File: config.mk
export PLATFORM = sky130hd
export DESIGN_NAME = pcr_regs
export DESIGN_NICKNAME = d
export VERILOG_FILES = /design/src/pcr_pkg.sv /design/src/pcr_div_if.sv /design/src/pcr_core_enable.sv /design/src/pcr_regs.sv
export SDC_FILE = /design/constraint.sdc
export NUM_CORES = 1
export LEC_CHECK = 0
export BUFFER_PORTS_ARGS = -buffer_cell sky130_fd_sc_hd__buf_2
export CORE_MARGIN = 5
export CORE_UTILIZATION = 50
export CTS_BUF_LIST = sky130_fd_sc_hd__clkbuf_4 sky130_fd_sc_hd__clkbuf_8
export CTS_CLUSTER_DIAMETER = 60
export DETAILED_ROUTE_END_ITERATION = 8
export MAX_ROUTING_LAYER = met4
export PLACE_DENSITY = 0.86
export SLEW_MARGIN = 20
export SYNTH_ARGS = -nofsm -noshare
export SYNTH_HDL_FRONTEND = slang
export SYNTH_SLANG_ARGS = --single-unit
File: constraint.sdc
create_clock -name aclk -period 1.8 [get_ports aclk]
set_clock_uncertainty 0.05 [all_clocks]
set_input_delay 0.36 -clock aclk [delete_from_list [all_inputs] [get_ports aclk]]
set_output_delay 0.36 -clock aclk [all_outputs]
set_load 0.01 [all_outputs]
File: src/pcr_pkg.sv
// Contract
// - Flags register read-only, upper bits zero
// - Bit 4 shows global interrupt enable
// - Bit 3 is result sign bit
// - Bit 2 signals add/subtract overflow
// - Bit 1 signals carry or borrow
// - Bit 0 set on zero result
// - Window base register resets to 0x0100
// - Register address is base OR number<<1
// - Base field bits 15:4 read/write
// - Read-only fixed revision register
// - Divisor low four bits, reset ones
// - Divisor slows only the core clock
// - Core rate is system rate over N+1
package pcr_pkg;

    // -------------------------------------------------------------------
    // Register map
    // -------------------------------------------------------------------
    localparam logic [15:0] PCR_FLAGS_ADDR = 16'hc000;
    localparam logic [15:0] PCR_BASE_ADDR = 16'hc002;
    localparam logic [15:0] PCR_REV_ADDR = 16'hc004;
    localparam logic [15:0] PCR_DIV_ADDR = 16'hc008;
    localparam int PCR_ADDR_W = 16;

    // -------------------------------------------------------------------
    // Fields and reset values
    // -------------------------------------------------------------------
    localparam int PCR_FLAG_W = 5;
    localparam int PCR_GIE_BIT = 4;
    localparam int PCR_NEG_BIT = 3;
    localparam int PCR_OVF_BIT = 2;
    localparam int PCR_CRY_BIT = 1;
    localparam int PCR_ZER_BIT = 0;
    localparam int PCR_BASE_LSB = 4;
    localparam int PCR_BASE_W = 12;
    localparam logic [15:0] PCR_BASE_RESET = 16'h0100;
    localparam int PCR_DIV_W = 4;
    localparam logic [3:0] PCR_DIV_RESET = 4'hf;
    // Revision value is arbitrary.
    localparam logic [15:0] PCR_REV_DEFAULT = 16'h0a01;
    localparam logic [1:0] PCR_RESP_OKAY = 2'h0;
    localparam logic [1:0] PCR_RESP_SLVERR = 2'h2;

    // ALU operation classes that decide how overflow and carry are formed.
    typedef enum logic [1:0] {
        PCR_OP_ADD,
        PCR_OP_SUB,
        PCR_OP_LOGIC
    } pcr_op_type;

endpackage

File: src/pcr_div_if.sv
`timescale 1ns/100ps
// Divisor setting toward the core clock enable generator.
interface pcr_div_if;
    logic [3:0] divisor;
    logic core_en;
    modport ctrl (output divisor, input core_en);
    modport gen (input divisor, output core_en);
endinterface

File: src/pcr_core_enable.sv
`timescale 1ns/100ps
// -----------------------------------------------------------------------
// Core clock enable: one pulse every divisor+1 system cycles.
// -----------------------------------------------------------------------
module pcr_core_enable
    import pcr_pkg::*;
(
    input wire logic aclk,
    input wire logic aresetn,
    pcr_div_if.gen div
);

    logic [PCR_DIV_W-1:0] count;
    logic [PCR_DIV_W-1:0] next_count;
    logic wrap;

    // Divisor is compared every cycle, so a change takes effect at once and can cut the current period short.
    assign wrap = (count >= div.divisor);
    assign next_count = wrap ? '0 : count + 4'h1;

    // Counter and enable pulse; only the core consumes this enable.
    always_ff @(posedge aclk) begin
        if (!aresetn) begin
            count <= '0;
            div.core_en <= 1'b0;
        end else begin
            count <= next_count;
            div.core_en <= wrap;
        end
    end

endmodule

File: src/pcr_regs.sv
`timescale 1ns/100ps
// -----------------------------------------------------------------------
// Processor control registers behind an AXI4-Lite slave.
// -----------------------------------------------------------------------
module pcr_regs
    import pcr_pkg::*;
(
    input wire logic aclk,
    input wire logic aresetn,
    input wire logic [15:0] s_axi_awaddr,
    input wire logic s_axi_awvalid,
    output logic s_axi_awready,
    input wire logic [31:0] s_axi_wdata,
    input wire logic [3:0] s_axi_wstrb,
    input wire logic s_axi_wvalid,
    output logic s_axi_wready,
    output logic [1:0] s_axi_bresp,
    output logic s_axi_bvalid,
    input wire logic s_axi_bready,
    input wire logic [15:0] s_axi_araddr,
    input wire logic s_axi_arvalid,
    output logic s_axi_arready,
    output logic [31:0] s_axi_rdata,
    output logic [1:0] s_axi_rresp,
    output logic s_axi_rvalid,
    input wire logic s_axi_rready,
    input wire logic alu_done,
    input wire pcr_op_type alu_op,
    input wire logic [15:0] alu_a,
    input wire logic [15:0] alu_b,
    input wire logic [15:0] alu_result,
    input wire logic [3:0] reg_num,
    input wire logic gie_set,
    input wire logic gie_clear,
    output logic [15:0] reg_ram_addr,
    output logic core_clk_en,
    output logic [3:0] core_divisor
);

    // -------------------------------------------------------------------
    // State
    // -------------------------------------------------------------------
    logic [PCR_FLAG_W-1:0] flags;
    logic [PCR_BASE_W-1:0] base;
    logic [PCR_DIV_W-1:0] divisor;
    logic aw_held;
    logic w_held;
    logic [15:0] aw_addr;
    logic [31:0] w_data;
    logic [3:0] w_strb;
    pcr_div_if div_bus ();

    // -------------------------------------------------------------------
    // Flag computation from the completing ALU operation
    // -------------------------------------------------------------------
    logic [16:0] sum_ext;
    logic [16:0] dif_ext;
    logic add_ovf;
    logic sub_ovf;
    logic next_ovf;
    logic next_cry;
    logic next_neg;
    logic next_zer;

    assign sum_ext = {1'b0, alu_a} + {1'b0, alu_b};
    assign dif_ext = {1'b0, alu_a} - {1'b0, alu_b};
    // Signed overflow: operands alike in sign, result differs (add), or unlike (sub).
    assign add_ovf = (alu_a[15] == alu_b[15]) && (alu_result[15] != alu_a[15]);
    assign sub_ovf = (alu_a[15] != alu_b[15]) && (alu_result[15] != alu_a[15]);
    assign next_ovf = (alu_op == PCR_OP_ADD) ? add_ovf :
                      (alu_op == PCR_OP_SUB) ? sub_ovf : 1'b0;
    assign next_cry = (alu_op == PCR_OP_ADD) ? sum_ext[16] :
                      (alu_op == PCR_OP_SUB) ? dif_ext[16] : 1'b0;
    assign next_neg = alu_result[15];
    assign next_zer = (alu_result == 16'h0000);

    // Arithmetic flags update at instruction completion; set of GIE wins over clear.
    always_ff @(posedge aclk) begin
        if (!aresetn) begin
            flags <= '0;
        end else begin
            if (alu_done) begin
                flags[PCR_NEG_BIT] <= next_neg;
                flags[PCR_OVF_BIT] <= next_ovf;
                flags[PCR_CRY_BIT] <= next_cry;
                flags[PCR_ZER_BIT] <= next_zer;
            end
            if (gie_set) begin
                flags[PCR_GIE_BIT] <= 1'b1;
            end else if (gie_clear) begin
                flags[PCR_GIE_BIT] <= 1'b0;
            end
        end
    end

    // -------------------------------------------------------------------
    // General register address formation
    // -------------------------------------------------------------------
    logic [15:0] next_ram_addr;
    // Low bits of the base are reserved; software keeps them zero, hardware
    // does not store them, but base bit 4 overlaps the index top bit, so the OR can merge them.
    assign next_ram_addr = ({base, 4'h0} | {11'h000, reg_num, 1'b0}) & 16'hfffe;

    always_ff @(posedge aclk) begin
        if (!aresetn) begin
            reg_ram_addr <= PCR_BASE_RESET;
        end else begin
            reg_ram_addr <= next_ram_addr;
        end
    end

    // -------------------------------------------------------------------
    // Write channel: address and data accepted in either order
    // -------------------------------------------------------------------
    logic do_write;
    logic wr_hit_base;
    logic wr_hit_div;
    logic wr_hit_ro;
    logic wr_ok;

    assign do_write = aw_held && w_held && !s_axi_bvalid;
    assign wr_hit_base = (aw_addr == PCR_BASE_ADDR);
    assign wr_hit_div = (aw_addr == PCR_DIV_ADDR);
    // Read-only registers accept writes silently so firmware sees no fault.
    assign wr_hit_ro = (aw_addr == PCR_FLAGS_ADDR) || (aw_addr == PCR_REV_ADDR);
    assign wr_ok = wr_hit_base || wr_hit_div || wr_hit_ro;

    // Channel holders and response.
    always_ff @(posedge aclk) begin
        if (!aresetn) begin
            aw_held <= 1'b0;
            w_held <= 1'b0;
            aw_addr <= '0;
            w_data <= '0;
            w_strb <= '0;
            s_axi_bvalid <= 1'b0;
            s_axi_bresp <= PCR_RESP_OKAY;
        end else begin
            if (s_axi_awvalid && s_axi_awready) begin
                aw_held <= 1'b1;
                aw_addr <= s_axi_awaddr;
            end
            if (s_axi_wvalid && s_axi_wready) begin
                w_held <= 1'b1;
                w_data <= s_axi_wdata;
                w_strb <= s_axi_wstrb;
            end
            if (do_write) begin
                aw_held <= 1'b0;
                w_held <= 1'b0;
                s_axi_bvalid <= 1'b1;
                s_axi_bresp <= wr_ok ? PCR_RESP_OKAY : PCR_RESP_SLVERR;
            end else if (s_axi_bvalid && s_axi_bready) begin
                s_axi_bvalid <= 1'b0;
            end
        end
    end

    // Ready only while the slot is empty, so one write is in flight at a time.
    always_ff @(posedge aclk) begin
        if (!aresetn) begin
            s_axi_awready <= 1'b0;
            s_axi_wready <= 1'b0;
        end else begin
            s_axi_awready <= !aw_held && !(s_axi_awvalid && s_axi_awready) && !s_axi_bvalid;
            s_axi_wready <= !w_held && !(s_axi_wvalid && s_axi_wready) && !s_axi_bvalid;
        end
    end

    // -------------------------------------------------------------------
    // Writable registers
    // -------------------------------------------------------------------
    always_ff @(posedge aclk) begin
        if (!aresetn) begin
            base <= PCR_BASE_RESET[15:PCR_BASE_LSB];
            divisor <= PCR_DIV_RESET;
        end else if (do_write) begin
            if (wr_hit_base) begin
                if (w_strb[0]) begin
                    base[3:0] <= w_data[7:4];
                end
                if (w_strb[1]) begin
                    base[11:4] <= w_data[15:8];
                end
            end
            if (wr_hit_div && w_strb[0]) begin
                divisor <= w_data[PCR_DIV_W-1:0];
            end
        end
    end

    // -------------------------------------------------------------------
    // Read channel
    // -------------------------------------------------------------------
    logic [15:0] rd_word;
    logic rd_ok;

    assign rd_ok = (s_axi_araddr == PCR_FLAGS_ADDR) || (s_axi_araddr == PCR_BASE_ADDR) ||
                   (s_axi_araddr == PCR_REV_ADDR) || (s_axi_araddr == PCR_DIV_ADDR);
    assign rd_word = (s_axi_araddr == PCR_FLAGS_ADDR) ? {11'h000, flags} :
                     (s_axi_araddr == PCR_BASE_ADDR) ? {base, 4'h0} :
                     (s_axi_araddr == PCR_REV_ADDR) ? PCR_REV_DEFAULT :
                     (s_axi_araddr == PCR_DIV_ADDR) ? {12'h000, divisor} : 16'h0000;

    // Address taken one cycle after valid; data registered with it.
    always_ff @(posedge aclk) begin
        if (!aresetn) begin
            s_axi_arready <= 1'b0;
            s_axi_rvalid <= 1'b0;
            s_axi_rdata <= '0;
            s_axi_rresp <= PCR_RESP_OKAY;
        end else begin
            s_axi_arready <= s_axi_arvalid && !s_axi_arready && !s_axi_rvalid;
            if (s_axi_arvalid && s_axi_arready) begin
                s_axi_rvalid <= 1'b1;
                s_axi_rdata <= {16'h0000, rd_word};
                s_axi_rresp <= rd_ok ? PCR_RESP_OKAY : PCR_RESP_SLVERR;
            end else if (s_axi_rvalid && s_axi_rready) begin
                s_axi_rvalid <= 1'b0;
            end
        end
    end

    // -------------------------------------------------------------------
    // Core clock enable; peripherals keep running on aclk itself
    // -------------------------------------------------------------------
    assign div_bus.divisor = divisor;

    pcr_core_enable u_core_enable (
        .aclk(aclk),
        .aresetn(aresetn),
        .div(div_bus)
    );

    // Enable and divisor copies registered for the outputs.
    always_ff @(posedge aclk) begin
        if (!aresetn) begin
            core_clk_en <= 1'b0;
            core_divisor <= PCR_DIV_RESET;
        end else begin
            core_clk_en <= div_bus.core_en;
            core_divisor <= divisor;
        end
    end

endmodule
-- After elaboration in Yosys (flattened, before gate mapping)
Index checks and enable logic that the tools add are counted.
- output and inout bits: 62
- flip-flop bits (word level): 108
- input port bits: 132
- bitwise logic cells: 2
- add/subtract/negate cells: 3
- order comparisons: 1
- multiplexer cells: 16
- eq/ne operators: 12
- reductions and logical operators: 39
- operators by type and width (operator ; count):
    16-bit == test, second input constant ; 8
    16-bit 2-to-1 mux ; 2
    16-bit by 16-bit adder with 17-bit output ; 1
    16-bit by 16-bit subtractor with 17-bit output ; 1
    1-bit logical AND ; 16
    16-bit zero test ; 1
    16-bit by 5-bit bitwise OR with 16-bit output ; 1
    12-bit 2-to-1 mux ; 1
    1-bit 2-to-1 mux ; 10
    1-bit zero test ; 7
    1-bit logical OR ; 6
    3-bit AND reduction ; 2
    2-bit nonzero test ; 3
    4-bit by 1-bit adder with 4-bit output, second input constant ; 1
    4-bit >= comparator ; 1
    2-bit 2-to-1 mux ; 2
    4-bit 2-to-1 mux ; 1
    2-bit OR reduction ; 2
    2-bit by 1-bit == test with 1-bit output, second input constant ; 1
    2-bit zero test ; 1
    1-bit != test ; 2
    2-bit AND reduction ; 1
    1-bit == test ; 1
    1-bit NOT ; 1

-- Logic depth before layout (Yosys ltp)
Gate-level depths: netlist of the first run.
- depth after elaboration: 5
- depth in mapped cells: 7
- mapped depth without buffers: 7

-- Cells and area by module
Synthesis of the first run repeated with hierarchy kept, for this count alone.
- cell total of the unflattened synthesis: 539
- area total of the unflattened synthesis: 4847.1 µm²
- by module, submodules not included (module ; cells an instance ; times used ; area an instance (µm²) ; seq. area each (µm²)):
    pcr_regs ; 511 ; 1 ; 4576.9 ; 2001.9
    pcr_core_enable ; 28 ; 1 ; 270.3 ; 100.1

-- Least setup slack after synthesis of the first run
Ideal clock, no wire load.
- path type: input to register
- from: input alu_b[1]
- to: register flags[1]
- path slack: 0.156 ns
- library setup time: 0.132 ns
- arrival: 1.462 ns
- stages on the path: 7
- path buffers: 0
- cell sequence: inv_1 > ha_1 > nand3b_1 > a221oi_1 > o211a_1 > a2111oi_0 > o22ai_1
- word-level cells in the longest chain between the ends: 3
- elaborated cells between the ends (all ways): 4
- classes of those cells: add/sub: 2; mux: 2
- RTL lines (item ; line ; source):
    start, declared ; pcr_regs.sv:30 ; input wire logic [15:0] alu_b,
    16-bit by 16-bit subtractor with 17-bit output ; pcr_regs.sv:66 ; assign dif_ext = {1'b0, alu_a} - {1'b0, alu_b};
    1-bit 2-to-1 mux ; pcr_regs.sv:73 ; (alu_op == PCR_OP_SUB) ? dif_ext[16] : 1'b0;
    1-bit 2-to-1 mux * ; pcr_regs.sv:72 ; assign next_cry = (alu_op == PCR_OP_ADD) ? sum_ext[16] :
    end signal, assigned by index ; pcr_regs.sv:83 ; flags[PCR_NEG_BIT] <= next_neg;
    end signal, assigned by index ; pcr_regs.sv:84 ; flags[PCR_OVF_BIT] <= next_ovf;
    end signal, assigned by index ; pcr_regs.sv:85 ; flags[PCR_CRY_BIT] <= next_cry;
    end, declared ; pcr_regs.sv:43 ; logic [PCR_FLAG_W-1:0] flags;
Every way passes the cells marked *; elsewhere a longest branch is shown, timed or not.
A chain may end at the register's enable or synchronous reset.

-- Worst setup path after layout of the first run
- from: register u_core_enable.count[0]
- to: register u_core_enable.count[2]
- word-level cells in the longest chain between the ends: 2
- elaborated cells between the ends (all ways): 3
- classes of those cells: add/sub: 1; order compare: 1; reduce/logical: 1
- RTL lines (item ; line ; source):
    start, declared ; pcr_core_enable.sv:13 ; logic [PCR_DIV_W-1:0] count;
    start signal, assigned ; pcr_core_enable.sv:27 ; count <= next_count;
    4-bit >= comparator ; pcr_core_enable.sv:18 ; assign wrap = (count >= div.divisor);
    2-bit OR reduction (no source line) ; -- ;
Several ways; a longest one is shown, not always the timed one.

==> run summary, run 1 <==
All-Layer GR Usage -> 19.80%
setup violators final -> 0
final WL -> 11,500 µm
ant diodes -> 0
chip height -> 107.2 µm
Worst R2R Path Depth -> 7
WP data required -> 2.05 ns
crit path DAT -> 1.95 ns
Post-Layout Cell Count -> 836
clk slew on worst S/H paths -> 0.10 ns
pwr/cell area -> 785.8 nW/µm²
Final nets -> 869
run status -> finished clean
Yosys reg bits -> 105
commonest non-fill, non-tap cells in the layout -> buf_2 (156), nand2_1 (103), dfxtp_1 (103)
Std-Cell Rows -> 35
overall power -> 0.004632 W
DR iter-0 viols -> 268
vias -> 4,238
final-report hold violation count -> 0
Peak VDD IR -> 0.5132 mV
unrepaired setup endpoints after global routing -> false
Post-CTS Resized -> 0
Synth area leaders -> dfxtp_1 (44%), ha_1 (9.3%), nand2_1 (8.2%)
filler instances -> 755
htree depth -> 3
Num CTS Buffers -> 9
Max Cap Viol -> 0
DR WL/cell -> 13.76 µm
Post-CTS Setup Bufs -> 0
Final HPWL DP -> 9069 µm
Area Overhead vs Synth -> 24.76%
Static Leak -> 2.781 nW
register area share after synthesis -> 44.49%
FF-to-FF setup slack -> 0.1 ns
number of global-route vias before repair -> 4,126
initial core utilization -> 51.13%
Final TNS setup -> 0 ns
Ys Warns -> 0
Critical Path Start Type -> flop
worst relative slew slack -> 59.12%
DR pass1 iterations -> 5
DIE WIDTH -> 107.2 µm
CTS Hold Buffers Added -> 0
mapped cell area -> 4725 µm²
Cells after DPL -> 820
syn avg cell area -> 8.733 µm²
min Tclk post-route -> 1.701 ns
# DRC -> 0
Slew Limit Fails -> 0
Setup CP Type -> flop to flop
Main synth FF type -> dfxtp_1
final hold slack -> 0.1468 ns
Slew @ Worst Pin -> 0.6117 ns
ys async rst share -> 0%
input/output buffers -> 156
synthesized instance count -> 541
CP max FO -> 4
CP Launch Point -> u_core_enable.count[0]$_SDFF_PP0_
gpl congestion -> 0.8816
number of flops mapped to enable cells by yosys -> 0
Clock Path Buffers -> 2
Worst-Skew Late Latency -> 0.36 ns
clock sink total -> 105
largest net degree at the start of global routing -> 44
CTS tree -> built
Tcrit/Tclk final -> 94.50%
initial antenna violation count -> 0
CTS root buf -> clkbuf_8
Yosys top cell area share -> 44.49%
Reg-to-Reg End -> u_core_enable.count[2]$_SDFF_PP0_
worst hold path class -> input pin to flop
I/O pin cnt -> 194
Fmax -> 587.9 MHz
critical path capture point type -> flop
most common cell after layout, fill and taps aside -> buf_2
Synth area leader -> dfxtp_1
first-pass GRT wire length -> 18,030 µm
core outline area -> 9240 µm²
GR Overflow Total -> 0
Unique masters post-synth -> 53
via/cell ratio -> 5.069
worst reg2reg path startpoint -> u_core_enable.count[0]$_SDFF_PP0_
layout cells sized above 1 -> 28.57%
die area -> 11,490 µm²
antenna-violating nets left -> 0
worst setup path endpoint -> u_core_enable.count[2]$_SDFF_PP0_
-- cell families after synthesis --
group	synth area share [%]
flip-flops	44.49
adder cells (fa/ha/maj)	9.693
buffers and inverters	6.965
multiplexers	3.814
other	0.07937
XOR/XNOR	0.7417
AND/OR/NAND/NOR	23.23
AO/OA/AOI/OAI	10.99
-- area by class of cell --
cell class | count | area [µm²] | area share (%)
flip-flops and latches | 105 | 2105 | 35.70
clock buffers | 10 | 137.6 | 2.335
repair buffers | 172 | 925.9 | 15.71
multi-input cells | 386 | 2365 | 40.12
well taps | 129 | 161.4 | 2.738
clock inverters | 6 | 95.09 | 1.613
inverters | 28 | 105.1 | 1.783
-- per-layer routing --
layer	track usage [%]	routed length [µm]	vias to the layer above
met5	-	0	-
met4	7.032	217	0
met3	4.756	935	20
met2	34.76	5912	159
met1	21.88	4437	1960
li1	-	-	2099
-- synth_stat cells (all sizes together) (4+ instances only) --
library cell	instances
inv	27
nand2b	8
and2	16
nor4	11
nor3	9
clkbuf	19
a22oi	10
o21ai	8
nor2	43
ha	35
buf	21
dfxtp	105
mux2i	18
nand2	103
a21oi	56
o31ai	4
-- through the flow --
step | util [%] | setup WS (ns) | instance area (µm²)
global placement | 61.21 | -0.07818 | 5655
detailed placement | 61.21 | -0.06289 | 5655
CTS | 63.72 | 0.02493 | 5888
finish | 63.79 | 0.09892 | 5894
global route | 63.79 | 0.004490 | 5894
floorplan | - | 0.1563 | 4792
-- how the worst min path moves through the flow --
stage,start,end,slack [ns],cells past startpoint
after floorplan,u_core_enable.div.core_en$_SDFF_PN0_,core_clk_en$_SDFF_PN0_,0.36,1
after global placement,u_core_enable.div.core_en$_SDFF_PN0_,core_clk_en$_SDFF_PN0_,0.38,1
after detailed placement,u_core_enable.div.core_en$_SDFF_PN0_,core_clk_en$_SDFF_PN0_,0.38,1
after CTS,reg_num[3],reg_ram_addr[4]$_SDFF_PN0_,0.14,3
after global routing,reg_num[3],reg_ram_addr[4]$_SDFF_PN0_,0.13,3
final,reg_num[3],reg_ram_addr[4]$_SDFF_PN0_,0.15,3
-- critical path, cell delays in order (launching register included) --
cell and delay, ns:
dfxtp_2 0.36, inv_1 0.05, ha_1 0.25, nand2b_1 0.14, a21o_1 0.17, a21o_1 0.20
a211o_1 0.31, nor2_2 0.13
-- report_power, final --
part | switching [W] | internal [W] | leakage, nW
clock | 0.000801 | 0.000839 | 0.118
sequential | 0.0000425 | 0.00239 | 0.854
combinational | 0.000313 | 0.000249 | 1.81
total | 0.00116 | 0.00348 | 2.78
-- registers in the layout, indices dropped and copies added (netlist names) --
signal	flops
s_axi_awready	1
core_divisor	4
s_axi_arready	1
s_axi_bresp	1
flags	5
s_axi_rresp	1
s_axi_rvalid	1
w_strb	2
reg_ram_addr	15
u_core_enable.count	4
s_axi_wready	1
w_held	1
div_bus.divisor	4
base	12
s_axi_bvalid	1
core_clk_en	1
w_data	16
s_axi_rdata	16
u_core_enable.div.core_en	1
aw_held	1
aw_addr	16
(Power assumes the default switching activity.)
==> run 2, diff against run 1 <==
==> constraint.sdc (replaced) <==
create_clock -name aclk -period 1.8 [get_ports aclk]
set_clock_uncertainty 0.05 [all_clocks]
set_input_delay 0.45 -clock aclk [delete_from_list [all_inputs] [get_ports aclk]]
set_output_delay 0.45 -clock aclk [all_outputs]
set_load 0.01 [all_outputs]
==> run 2 against run 1 <==
Effect of this change:
- sequential power about the same
- first-iteration DRC count fell by 41%
- sequential share of layout area is 0.33 points lower
- setup slack lost 0.0014 ns
- critical path type unchanged
- highest routed layer unchanged
==> run summary, run 2 (synthesis gave the netlist of run 1 again) <==
run status -> finished clean
Logic pwr share -> 12.9%
dpl ws -> -0.1640 ns
DR pass1 iterations -> 4
Static Leak -> 2.818 nW
Max Cap Viol -> 0
WP data required -> 2.05 ns
slowest CP cell -> dfxtp_2
input/output buffers -> 156
number of global-route vias before repair -> 4,385
crit path DAT -> 1.95 ns
most common cell after layout, fill and taps aside -> buf_2
DR iter-0 viols -> 158
commonest non-fill, non-tap cells in the layout -> buf_2 (156), nand2_1 (103), dfxtp_1 (103)
critical path capture point type -> flop
final WL -> 12,020 µm
Sw Pwr -> 0.001129 W
pwr/cell area -> 762.3 nW/µm²
CP delay by family, top -> compound AO/OA/AOI/OAI gates
DR WL/cell -> 14.19 µm
Top Registers -> aw_addr (16), s_axi_rdata (16), w_data (16)
vias -> 4,318
Tcrit/Tclk final -> 94.58%
Slew @ Worst Pin -> 0.6283 ns
Final nets -> 879
GR Util met2 -> 37.98%
Slew Limit Fails -> 0
fin util -> 64.39%
Setup CP Type -> flop to flop
Std-Cell Rows -> 35
core outline area -> 9240 µm²
worst hold path class -> input pin to flop
Final HPWL DP -> 9512 µm
met1 Usage GRT -> 22.35%
unrepaired setup endpoints after global routing -> false
layout cells sized above 1 -> 29.57%
Crit path top cell by count -> a21o_1
htree depth -> 3
I/O pin cnt -> 194
Switching Share -> 24.90%
Critical Path Start Type -> flop
min Tclk post-route -> 1.703 ns
Peak VDD IR -> 0.3755 mV
chip height -> 107.2 µm
Max stage delay on crit path -> 0.37 ns
Cell Chain, Critical Path -> inv_1 -> ha_1 -> nand2b_1 -> a21o_1 -> a21o_1 -> a211o_1 -> nor2_2
clk slew on worst S/H paths -> 0.09 ns
Worst-Skew Late Latency -> 0.36 ns
All-Layer GR Usage -> 21.17%
first-pass GRT wire length -> 19,190 µm
CTS root buf -> clkbuf_8
setup violators final -> 0
initial core utilization -> 51.13%
via/cell ratio -> 5.098
Final Cell Area -> 5949 µm²
Fmax -> 587.4 MHz
antenna-violating nets left -> 0
FF-to-FF setup slack -> 0.1 ns
largest net degree at the start of global routing -> 28
GR Overflow Total -> 0
CP max FO -> 4
DIE WIDTH -> 107.2 µm
worst relative slew slack -> 58.12%
final worst slack -> 0.09747 ns
Int Pwr -> 0.003406 W
overall power -> 0.004535 W
sequential power share -> 53.7%
Clock Path Buffers -> 2
DP Area -> 5718 µm²
gpl congestion -> 0.8973
Num CTS Buffers -> 9
gr busiest metal -> met2
initial antenna violation count -> 1
final-report hold violation count -> 0
Area Overhead vs Synth -> 25.93%
met3 Use GR -> 5.840%
CTS tree -> built
die area -> 11,490 µm²
Critical path buffers and inverters -> 1
Clk pwr share -> 33.5%
Post-CTS Setup Bufs -> 0
filler instances -> 766
# DRC -> 0
Final TNS setup -> 0 ns
clock sink total -> 105
## run 2: power by group through the flow
stage          Combinational [W]  Clock (W)  Sequential (W)
2_1_floorplan           0.000330          0         0.00248
3_3_place_gp            0.000540          0         0.00248
3_5_place_dp            0.000573          0         0.00248
4_1_cts                 0.000576    0.00154         0.00243
5_1_grt                 0.000651    0.00165         0.00244
6_report                0.000583    0.00152         0.00243
## run 2: routing by layer
layer	vias up	wire [µm]	share of wire (%)
met5	-	0	0
li1	2116	-	-
met1	2024	4608	38
met2	149	6253	52
met3	29	866	7.2
met4	0	289	2.4
## run 2: per-stage QoR
stage | hold WS [ns] | std cells
after floorplan | 0.3619 | 559
after global placement | 0.3769 | 830
after detailed placement | 0.3731 | 830
after CTS | 0.2363 | 846
after global routing | 0.2264 | 847
final | 0.2480 | 847
## run 2: worst paths after layout
check / startpoint / to / cells after the start
worst min register to register: s_axi_rvalid$_SDFFE_PN0P_ / s_axi_arready$_SDFF_PN0_ / 1
worst min-delay path: gie_set / flags[4]$_SDFFE_PN0P_ / 3
worst max register to register: u_core_enable.count[0]$_SDFF_PP0_ / u_core_enable.count[2]$_SDFF_PP0_ / 7
worst max-delay path: u_core_enable.count[0]$_SDFF_PP0_ / u_core_enable.count[2]$_SDFF_PP0_ / 7
## run 2: final cells by class
| class | instances | area (µm²) | area share (%) |
|---|---|---|---|
| diodes | 1 | 2.502 | 0.04206 |
| clock buffers | 13 | 166.4 | 2.797 |
| clock inverters | 3 | 46.29 | 0.7781 |
| inverters | 28 | 105.1 | 1.767 |
| multi-input cells | 386 | 2375 | 39.92 |
| flip-flops and latches | 105 | 2105 | 35.37 |
| well taps | 129 | 161.4 | 2.713 |
| repair buffers | 182 | 988.4 | 16.61 |
## run 2: repair_timing
action / in CTS / in global routing
endpoints found under the setup margin: 1 / 4
hold buffers: 0 / 0
pin swaps: 0 / 1
gates resized for setup: 1 / 5
## run 2: worst register-to-register path, delay by kind of cell (launching register included)
family	cells	cell delay, ns
AO/OA/AOI/OAI	3	0.66
adder cells (fa/ha/maj)	1	0.26
buffers and inverters	1	0.05
flip-flops	1	0.37
AND/OR/NAND/NOR	2	0.26
